==> src/hw/ssp_pkg.sv <==
// constants for the synchronous serial port
package ssp_pkg;
   localparam int FIFO_DEPTH = 32;
   localparam int FIFO_AW = 5;
   localparam int WORD_W = 16;
   localparam int SIZE_W = 4;
   localparam int NUM_SLAVES = 4;
   localparam logic [3:0] MIN_SIZE_M1 = 4'h3;
   localparam logic [7:0] PRESCALE_RESET = 8'h02;
   localparam logic [7:0] RATE_RESET = 8'h00;
   localparam int SLAVE_OS = 4;
   typedef enum logic {FMT_SPI, FMT_FSYNC} frame_fmt_e;
endpackage

==> src/hw/sync_serial_port.sv <==
// synchronous serial port, master or slave, with 32x16 transmit and receive fifos
// Functional notes
// - master drives clock and selects, slave receives them, by configuration
// - master can serve up to four slaves in turn, sequential mode
// - transmit and receive each use a separate 32 by 16 fifo
// - frame length programmable from 4 to 16 bits
// - frames shift msb first, received first bit is msb
// - incoming serial bits are gathered into words for the receive fifo
// - software selects spi format or frame-sync format
// - format and word size come from per-slave settings; master or slave mode is global
// - frame-sync format: select output is active-high sync pulse
// - spi format: select output is active-low chip select
// - select and clock pins drive in master mode, inputs in slave mode
// - slave mode uses only the first select line
// - serial clock from engine clock via prescaler and rate divider
// - tx fifo, rx fifo and rx overrun sources each masked
// - one combined interrupt when any source active and unmasked
// - registers and rate divider share the one engine clock
`timescale 1ns/10ps
`default_nettype none
module sync_serial_port
   import ssp_pkg::*;
(
   input  wire logic                         mclk_in,
   input  wire logic                         reset_n_in,
   input  wire logic                         enable_in,
   input  wire logic                         master_mode_in,
   input  wire logic                         sequential_in,
   input  wire logic [1:0]                   slaves_m1_in,
   input  wire logic [NUM_SLAVES-1:0]        profile_fsync_in,
   input  wire logic [NUM_SLAVES*SIZE_W-1:0] profile_size_m1_in,
   input  wire logic [7:0]                   prescale_in,
   input  wire logic [7:0]                   rate_in,
   input  wire logic [WORD_W-1:0]            tx_data_in,
   input  wire logic                         tx_valid_in,
   output logic                              tx_ready_out,
   output logic [WORD_W-1:0]                 rx_data_out,
   output logic                              rx_valid_out,
   input  wire logic                         rx_ready_in,
   input  wire logic [2:0]                   irq_mask_in,
   input  wire logic                         overrun_clear_in,
   output logic [2:0]                        irq_status_out,
   output logic                              combined_irq_out,
   output logic                              sclk_out,
   output logic                              sclk_oe_out,
   input  wire logic                         sclk_in,
   output logic [NUM_SLAVES-1:0]             chip_select_line_out,
   output logic [NUM_SLAVES-1:0]             chip_select_line_oe_out,
   input  wire logic                         chip_select_line_in,
   output logic                              sdo_out,
   input  wire logic                         sdi_in
);
   import ssp_pkg::*;

   typedef enum {ST_IDLE, ST_SHIFT, ST_SYNC} shift_state_e;

   // fifo storage, flip-flops addressed by index
   logic [WORD_W-1:0]  tx_mem_q [FIFO_DEPTH];
   logic [WORD_W-1:0]  rx_mem_q [FIFO_DEPTH];
   logic [FIFO_AW:0]   tx_wp_q;
   logic [FIFO_AW:0]   tx_rp_q;
   logic [FIFO_AW:0]   rx_wp_q;
   logic [FIFO_AW:0]   rx_rp_q;
   logic               overrun_q;
   logic [2:0]         irq_status_q;
   logic               combined_irq_q;

   // pin synchronisers; first stage read only by second
   logic [1:0]         sclk_sync_q;
   logic [1:0]         cs_sync_q;
   logic [1:0]         sdi_sync_q;
   logic               sclk_prev_q;

   shift_state_e       state_q;
   logic [7:0]         pre_cnt_q;
   logic [7:0]         rate_cnt_q;
   logic               sclk_q;
   logic               sclk_oe_q;
   logic [NUM_SLAVES-1:0] cs_q;
   logic [NUM_SLAVES-1:0] cs_oe_q;
   logic               sdo_q;
   logic               ending_q;
   logic [WORD_W-1:0]  tx_shift_q;
   logic [WORD_W-1:0]  rx_shift_q;
   logic [SIZE_W-1:0]  bit_cnt_q;
   logic [1:0]         slave_q;
   logic               fsync_q;
   logic [SIZE_W-1:0]  size_q;
   logic               tx_ready_q;
   logic               rx_valid_q;
   logic [WORD_W-1:0]  rx_data_q;

   function automatic logic [SIZE_W-1:0] profile_size(input logic [1:0] idx,
         input logic [NUM_SLAVES*SIZE_W-1:0] sizes);
      logic [SIZE_W-1:0] s;
      s = sizes[idx*SIZE_W +: SIZE_W];
      profile_size = (s < MIN_SIZE_M1) ? MIN_SIZE_M1 : s;
   endfunction

   wire               tx_empty   = (tx_wp_q == tx_rp_q);
   wire               tx_full    = (tx_wp_q[FIFO_AW-1:0] == tx_rp_q[FIFO_AW-1:0])
                                   && (tx_wp_q[FIFO_AW] != tx_rp_q[FIFO_AW]);
   wire               rx_empty   = (rx_wp_q == rx_rp_q);
   wire               rx_full    = (rx_wp_q[FIFO_AW-1:0] == rx_rp_q[FIFO_AW-1:0])
                                   && (rx_wp_q[FIFO_AW] != rx_rp_q[FIFO_AW]);
   wire               tx_push    = tx_valid_in && tx_ready_q;
   wire               rx_pop     = rx_valid_q && rx_ready_in;
   // a push into the last free slot drops ready a cycle early, never late
   wire               tx_fill_one = (tx_wp_q[FIFO_AW-1:0] + 5'h01 == tx_rp_q[FIFO_AW-1:0])
                                    && tx_push;

   // prescaler then rate divider make a one-cycle half-bit tick
   wire               pre_tick   = (pre_cnt_q == 8'h00);
   wire               half_tick  = pre_tick && (rate_cnt_q == 8'h00);

   // slave sampling: engine clock four times sclk, so edges are seen cleanly
   wire               s_rise     = sclk_sync_q[1] && !sclk_prev_q;
   wire               s_fall     = !sclk_sync_q[1] && sclk_prev_q;
   wire               s_sel      = !cs_sync_q[1];

   wire [1:0]         next_slave = (sequential_in && slave_q != slaves_m1_in)
                                   ? slave_q + 2'h1 : 2'h0;
   wire               last_bit   = (bit_cnt_q == size_q);
   wire               master_go  = enable_in && master_mode_in && !tx_empty;
   wire [WORD_W-1:0]  tx_head    = tx_mem_q[tx_rp_q[FIFO_AW-1:0]];
   wire [WORD_W-1:0]  tx_aligned = tx_head << (4'hf - profile_size(slave_q,
                                   profile_size_m1_in));
   wire [SIZE_W-1:0]  cur_size   = profile_size(slave_q, profile_size_m1_in);
   wire               cur_fsync  = profile_fsync_in[slave_q];
   // idle select level follows the profile, so a sync pulse rises from low
   wire               idle_fsync = master_mode_in ? cur_fsync : profile_fsync_in[0];
   wire [WORD_W-1:0]  rx_word    = {rx_shift_q[WORD_W-2:0], sclk_sync_q[1] ? sdi_sync_q[1]
                                   : sdi_sync_q[1]};
   logic              frame_done;
   logic              frame_bit;
   logic              tx_pop;
   logic [WORD_W-1:0] rx_push_word;

   // event decode shared by master and slave sampling
   always_comb begin
      frame_bit = 1'b0;
      if (state_q == ST_SHIFT) begin
         if (master_mode_in)
            frame_bit = half_tick && sclk_q == 1'b0 && sclk_oe_q;
         else
            frame_bit = s_rise && (s_sel || fsync_q);
      end
   end
   assign frame_done   = frame_bit && last_bit;
   assign rx_push_word = rx_word;
   assign tx_pop       = (state_q == ST_IDLE) && !tx_empty &&
                         ((master_go && half_tick) || (!master_mode_in && enable_in));

   // fifo writes: transmit write pointer, storage for both fifos
   always_ff @(posedge mclk_in or negedge reset_n_in) begin
      if (!reset_n_in) begin
         tx_wp_q <= '0;
      end else if (tx_push) begin
         tx_wp_q <= tx_wp_q + 6'h01;
      end
   end
   always_ff @(posedge mclk_in) begin
      if (tx_push)
         tx_mem_q[tx_wp_q[FIFO_AW-1:0]] <= tx_data_in;
      if (frame_done && !rx_full)
         rx_mem_q[rx_wp_q[FIFO_AW-1:0]] <= rx_push_word;
   end

   // fifo pointers and handshake outputs
   always_ff @(posedge mclk_in or negedge reset_n_in) begin
      if (!reset_n_in) begin
         tx_rp_q    <= '0;
         rx_wp_q    <= '0;
         rx_rp_q    <= '0;
         tx_ready_q <= 1'b0;
         rx_valid_q <= 1'b0;
         rx_data_q  <= '0;
      end else begin
         if (tx_pop)
            tx_rp_q <= tx_rp_q + 6'h01;
         if (frame_done && !rx_full)
            rx_wp_q <= rx_wp_q + 6'h01;
         tx_ready_q <= !(tx_full || tx_fill_one);
         if (rx_pop || !rx_valid_q) begin
            if (!rx_empty && !(rx_pop && !rx_valid_q)) begin
               rx_data_q  <= rx_mem_q[rx_rp_q[FIFO_AW-1:0]];
               rx_valid_q <= 1'b1;
               rx_rp_q    <= rx_rp_q + 6'h01;
            end else begin
               rx_valid_q <= 1'b0;
            end
         end
      end
   end

   // overrun flag: a new overrun wins over a clear in the same cycle
   always_ff @(posedge mclk_in or negedge reset_n_in) begin
      if (!reset_n_in) begin
         overrun_q      <= 1'b0;
         irq_status_q   <= 3'h0;
         combined_irq_q <= 1'b0;
      end else begin
         if (frame_done && rx_full)
            overrun_q <= 1'b1;
         else if (overrun_clear_in)
            overrun_q <= 1'b0;
         irq_status_q   <= {overrun_q, !rx_empty, tx_empty};
         combined_irq_q <= |(irq_status_q & ~irq_mask_in);
      end
   end

   // pin synchronisers
   always_ff @(posedge mclk_in or negedge reset_n_in) begin
      if (!reset_n_in) begin
         sclk_sync_q <= 2'h0;
         cs_sync_q   <= 2'h3;
         sdi_sync_q  <= 2'h0;
         sclk_prev_q <= 1'b0;
      end else begin
         sclk_sync_q <= {sclk_sync_q[0], sclk_in};
         cs_sync_q   <= {cs_sync_q[0], chip_select_line_in};
         sdi_sync_q  <= {sdi_sync_q[0], sdi_in};
         sclk_prev_q <= sclk_sync_q[1];
      end
   end

   // bit-rate divider on the engine clock; this block has a single clock
   always_ff @(posedge mclk_in or negedge reset_n_in) begin
      if (!reset_n_in) begin
         pre_cnt_q  <= PRESCALE_RESET;
         rate_cnt_q <= RATE_RESET;
      end else if (pre_tick) begin
         pre_cnt_q <= prescale_in;
         rate_cnt_q <= (rate_cnt_q == 8'h00) ? rate_in : rate_cnt_q - 8'h01;
      end else begin
         pre_cnt_q <= pre_cnt_q - 8'h01;
      end
   end

   // shift engine; a half-bit tick gives at most half the engine rate
   always_ff @(posedge mclk_in or negedge reset_n_in) begin
      if (!reset_n_in) begin
         state_q    <= ST_IDLE;
         sclk_q     <= 1'b0;
         sclk_oe_q  <= 1'b0;
         cs_q       <= '1;
         cs_oe_q    <= '0;
         sdo_q      <= 1'b0;
         tx_shift_q <= '0;
         rx_shift_q <= '0;
         bit_cnt_q  <= '0;
         slave_q    <= 2'h0;
         fsync_q    <= 1'b0;
         size_q     <= MIN_SIZE_M1;
         ending_q   <= 1'b0;
      end else begin
         sclk_oe_q <= enable_in && master_mode_in;
         cs_oe_q   <= {NUM_SLAVES{enable_in && master_mode_in}};
         unique case (state_q)
            ST_IDLE: begin
               sclk_q <= 1'b0;
               cs_q   <= idle_fsync ? '0 : '1;
               if (tx_pop) begin
                  size_q     <= cur_size;
                  fsync_q    <= master_mode_in ? cur_fsync : profile_fsync_in[0];
                  tx_shift_q <= tx_aligned;
                  sdo_q      <= tx_aligned[WORD_W-1];
                  bit_cnt_q  <= '0;
                  rx_shift_q <= '0;
                  if (master_mode_in && cur_fsync) begin
                     cs_q    <= '0;
                     cs_q[slave_q] <= 1'b1;
                     state_q <= ST_SYNC;
                  end else begin
                     cs_q    <= '1;
                     cs_q[slave_q] <= !master_mode_in || 1'b0;
                     state_q <= ST_SHIFT;
                  end
               end
            end
            ST_SYNC: begin
               // sync pulse lasts one bit, then data follows
               if (half_tick) begin
                  sclk_q <= !sclk_q;
                  if (sclk_q) begin
                     cs_q    <= '0;
                     state_q <= ST_SHIFT;
                  end
               end
            end
            ST_SHIFT: begin
               if (master_mode_in ? (half_tick && sclk_q) :
                   (s_fall && (s_sel || fsync_q))) begin
                  tx_shift_q <= {tx_shift_q[WORD_W-2:0], 1'b0};
                  sdo_q      <= tx_shift_q[WORD_W-2];
               end
               if (master_mode_in && half_tick)
                  sclk_q <= !sclk_q;
               if (frame_bit) begin
                  rx_shift_q <= rx_word;
                  bit_cnt_q  <= bit_cnt_q + 4'h1;
               end
               // master keeps the last clock high a full half bit before ending
               if (frame_done && master_mode_in)
                  ending_q <= 1'b1;
               if (frame_done && !master_mode_in) begin
                  cs_q    <= fsync_q ? '0 : '1;
                  state_q <= ST_IDLE;
               end
               if (ending_q && half_tick) begin
                  ending_q <= 1'b0;
                  sclk_q   <= 1'b0;
                  cs_q     <= fsync_q ? '0 : '1;
                  slave_q  <= next_slave;
                  state_q  <= ST_IDLE;
               end
               if (!enable_in) begin
                  ending_q <= 1'b0;
                  cs_q    <= '1;
                  state_q <= ST_IDLE;
               end
            end
         endcase
      end
   end

   assign tx_ready_out            = tx_ready_q;
   assign rx_data_out             = rx_data_q;
   assign rx_valid_out            = rx_valid_q;
   assign irq_status_out          = irq_status_q;
   assign combined_irq_out        = combined_irq_q;
   assign sclk_out                = sclk_q;
   assign sclk_oe_out             = sclk_oe_q;
   assign chip_select_line_out    = cs_q;
   assign chip_select_line_oe_out = cs_oe_q;
   assign sdo_out                 = sdo_q;
endmodule
`default_nettype wire
==> config.mk <==
export PLATFORM = sky130hd
export DESIGN_NAME = sync_serial_port
export DESIGN_NICKNAME = d
export VERILOG_FILES = /design/src/hw/ssp_pkg.sv /design/src/hw/sync_serial_port.sv
export SDC_FILE = /design/constraint.sdc
export NUM_CORES = 1
export LEC_CHECK = 0
export BUFFER_PORTS_ARGS = -buffer_cell sky130_fd_sc_hd__buf_2
export CORE_MARGIN = 2
export CORE_UTILIZATION = 62
export CTS_CLUSTER_DIAMETER = 120
export DETAILED_ROUTE_END_ITERATION = 6
export PLACE_DENSITY_LB_ADDON = 0.25
export RECOVER_POWER = 100
export SLEW_MARGIN = 10
export SYNTH_ARGS = -nofsm -noshare
export SYNTH_HDL_FRONTEND = slang
export SYNTH_SLANG_ARGS = --single-unit
==> constraint.sdc <==
create_clock -name mclk_in -period 4.2 [get_ports mclk_in]
set_input_delay 1.05 -clock mclk_in [delete_from_list [all_inputs] [get_ports mclk_in]]
set_output_delay 1.05 -clock mclk_in [all_outputs]
set_load 0.02 [all_outputs]
==> metrics.cfg <==
[run_status]
status = finished with violations
violations = design-rule violations, max-capacitance violations, max-slew violations

[timing]
finalCritPeriodShare_pct = 91.5
worstMarginPinSlew_ps = 2680
hold_viol_final = 0
rsz0062_at_grt = no
setup_viol = 0
fin_crit_ps = 3840
setup-tns-final_ps = 0
drv_slew = 950
slew_headroom_pct = -78.5
skew_ps = 27.3
max_freq_mhz = 260

[detailed_routing]
avgRoutedWirePerCell_um = 29.1
met1Wirelength_um = 40800
vias = 24200
firstDrtPassIters = 7
drc = 9
wl_met2_um = 53400
dr.max_layer_used = met4
wl_um = 107000
wl_met3_um = 8810
detail-route-antenna-nets = 0
post_drt_via_cell_ratio = 6.61
drt-initial-drc-count = 2962

[clocking]
cts_tree = done
htreeDepth = 3
cts_resized = 0
cts_buffers = 111
cts.sinks = 1145
worstSkewPairLatency_ps = 680
clockBufferDepth = 3
cts_hold_buf = 0
cts_root_buffer = clkbuf_16
post-cts-setup-buffer-count = 0
clk_pin_slew_ps = 70

[floorplan]
die_h_um = 276
die_x_um = 276
start_util_pct = 62.7
pin_count = 101
core_um2 = 73100
die_area_um2 = 76100
fp-row-count = 99

[critical_path]
reg2reg_to = tx_shift_q[10]
crit_end = tx_shift_q[10]
cp_max_fo = 20
rr_worst_depth = 9
cp.required_ps = 4750
r2r_slack_ps = 360
critPathArrivalTime_ps = 4400
reg2reg_from = tx_rp_q[0]
critical_path_class = reg2reg
worstSetupStartpoint = tx_rp_q[0]
end_kind = register
crit_path_start_kind = register

[power_and_ir_drop]
power_density_nw_per_um2 = 638
seqPwrFrac_pct = 41.9
swShare_pct = 30.7
p_sw_mw = 10.1
p_leak_nw = 16.7
p_int_mw = 22.7
pwr-share-clk_pct = 30.7
power.total_mw = 32.8
p_comb_share_pct = 27.4
ir_worst_vdd_uv = 831

[final_layout]
diodes = 0
instances_no_fill = 3658
regArea_um2 = 33800
drive_gt1_share_pct = 22.0
multi_input_area_um2 = 11200
utilization_pct = 70.3
synthToLayoutAreaGrowth_pct = 12.0
num-fill-cells = 4492
post-route-cell-area_um2 = 51300
nets = 2693

[global_route]
grt_usage_pct = 28.5
grt-ovfl-total = 0
grt_pass1_vias = 24000
grt_max_degree = 132
grt_pass1_wl_um = 158000
antenna_found_initial = 0

[logic_synthesis]
async_flop_share_pct = 10.6
synth-seq-cells = 1145
ys_types = 78
yosysTopAreaCell = edfxtp_1
ys_warn_count = 0
synth_area_um2 = 45800
yosysSeqAreaShare_pct = 73.7
syn_nets = 2469
synth_edf_count = 1024
synthCells = 2379
ys_top_cells_by_area = edfxtp_1 67%, mux4_2 12%, dfrtp_1 6.1%
synthFlopType = edfxtp_1
synth_top_area_share_pct = 67.1
avgSynthCellArea_um2 = 19.3

[hold_path]
min_path_cells = 0
hp-class = reg2reg

[run]
maxCapViolations = 27

[place]
dp_hpwl_um = 65700
placed_area_um2 = 48000
globalplace.congestion = 0.867
numPortBuffers = 100
placed_cells = 3449

-- area by class of cell --
type                       instances  area share [%]
inverter                          34           0.249
clock inverter                    72            1.53
sequential                      1145            65.8
tap                              959            2.34
multi-input combinational       1069            21.8
clock buffer                     137            5.74
timing repair buffer             242            2.51
-- cells by family (layout without fill, tap and decap cells) --
family          count (synthesis)  count (layout)  synth area share, %
fa+ha+maj                      22              22                0.601
mux                           391             391                 15.4
xor+xnor                       43              43                0.822
compound gates                288             288                 4.36
flops                        1145            1145                 73.7
simple gates                  325             325                 3.23
buf+inv                       165             485                 1.86
-- placed cells by master (no fill, tap or decap), types with 9 or more instances in the layout --
cell / instances
xnor2_1: 20
nand4_1: 9
o22a_1: 21
mux2_2: 13
a31oi_1: 9
edfxtp_1: 1024
a22o_1: 19
o21ai_0: 45
clkinv_2: 23
mux2i_1: 123
o211ai_1: 9
bufinv_16: 14
clkbuf_16: 113
o2111ai_1: 9
o22ai_1: 16
xor2_1: 23
nor2_1: 134
ha_1: 22
clkbuf_2: 21
nor3_1: 17
inv_1: 32
clkbuf_1: 133
buf_2: 49
buf_4: 54
nand2_1: 82
clkinv_1: 21
dfrtp_1: 104
mux4_2: 250
a21oi_1: 67
a221oi_1: 15
nand3_1: 26
-- metal layers --
metal  GRT usage [%]  up-vias
met5               0        -
met4            9.35        0
met3            4.78      218
met2            46.5     1282
met1            40.2    12600
li1                -    10100
-- worst min path at each step --
stage	start	endpoint	slack (ps)
after floorplan	sclk_sync_q[0]	sclk_sync_q[1]	330
after global placement	sdi_sync_q[0]	sdi_sync_q[1]	340
after detailed placement	sdi_sync_q[0]	sdi_sync_q[1]	330
after CTS	sdi_sync_q[0]	sdi_sync_q[1]	350
after global routing	sdi_sync_q[0]	sdi_sync_q[1]	360
final	sdi_sync_q[0]	sdi_sync_q[1]	350
-- per-stage QoR --
| stage | setup slack (ps) | hold WS, ps |
|---|---|---|
| 2_1_floorplan | 843 | 331 |
| 6_report | 355 | 348 |
| 4_1_cts | 562 | 349 |
| 3_3_place_gp | 605 | 344 |
| 3_5_place_dp | 559 | 335 |
| 5_1_grt | 135 | 356 |
-- cell usage after synthesis, types with 10 or more instances --
| master | instances |
|---|---|
| a21oi_1 | 67 |
| a221oi_1 | 15 |
| a22o_1 | 19 |
| and2_1 | 10 |
| buf_1 | 18 |
| buf_2 | 21 |
| buf_6 | 15 |
| clkbuf_1 | 64 |
| dfrtp_1 | 112 |
| edfxtp_1 | 1024 |
| ha_1 | 22 |
| inv_1 | 32 |
| mux2_2 | 17 |
| mux2i_1 | 123 |
| mux4_2 | 250 |
| nand2_1 | 82 |
| nand3_1 | 25 |
| nor2_1 | 134 |
| nor3_1 | 16 |
| o21ai_0 | 45 |
| o22a_1 | 21 |
| o22ai_1 | 16 |
| xnor2_1 | 20 |
| xor2_1 | 23 |
-- registers in the layout, indices dropped and copies added (netlist names), 3 cells and up --
name                  count
tx_shift_q               15
rx_data_out              16
tx_rp_q                   6
rate_cnt_q                8
chip_select_line_out      4
size_q                    4
irq_status_out            3
pre_cnt_q                 8
rx_shift_q               15
rx_mem_q                512
tx_mem_q                512
rx_rp_q                   6
rx_wp_q                   6
tx_wp_q                   6
bit_cnt_q                 4
-- power by group through the flow --
stage	registers, mW	logic, mW	clock network, mW
after floorplan	13.8	6.37	0
after global placement	13.9	8.84	0
after detailed placement	13.9	9.00	0
after CTS	13.7	9.08	10.2
after global routing	13.8	9.57	10.6
final	13.7	8.99	10.1
-- worst max-delay path: stages, from the launching register on --
cell and delay, ps:
dfrtp_4 590, buf_12 250, clkbuf_2 540, mux4_2 590, o21ai_0 320, a22oi_1 320, mux2_2 390, o21ai_1 340
o22ai_1 180, o22a_1 180
(Power assumes the default switching activity.)
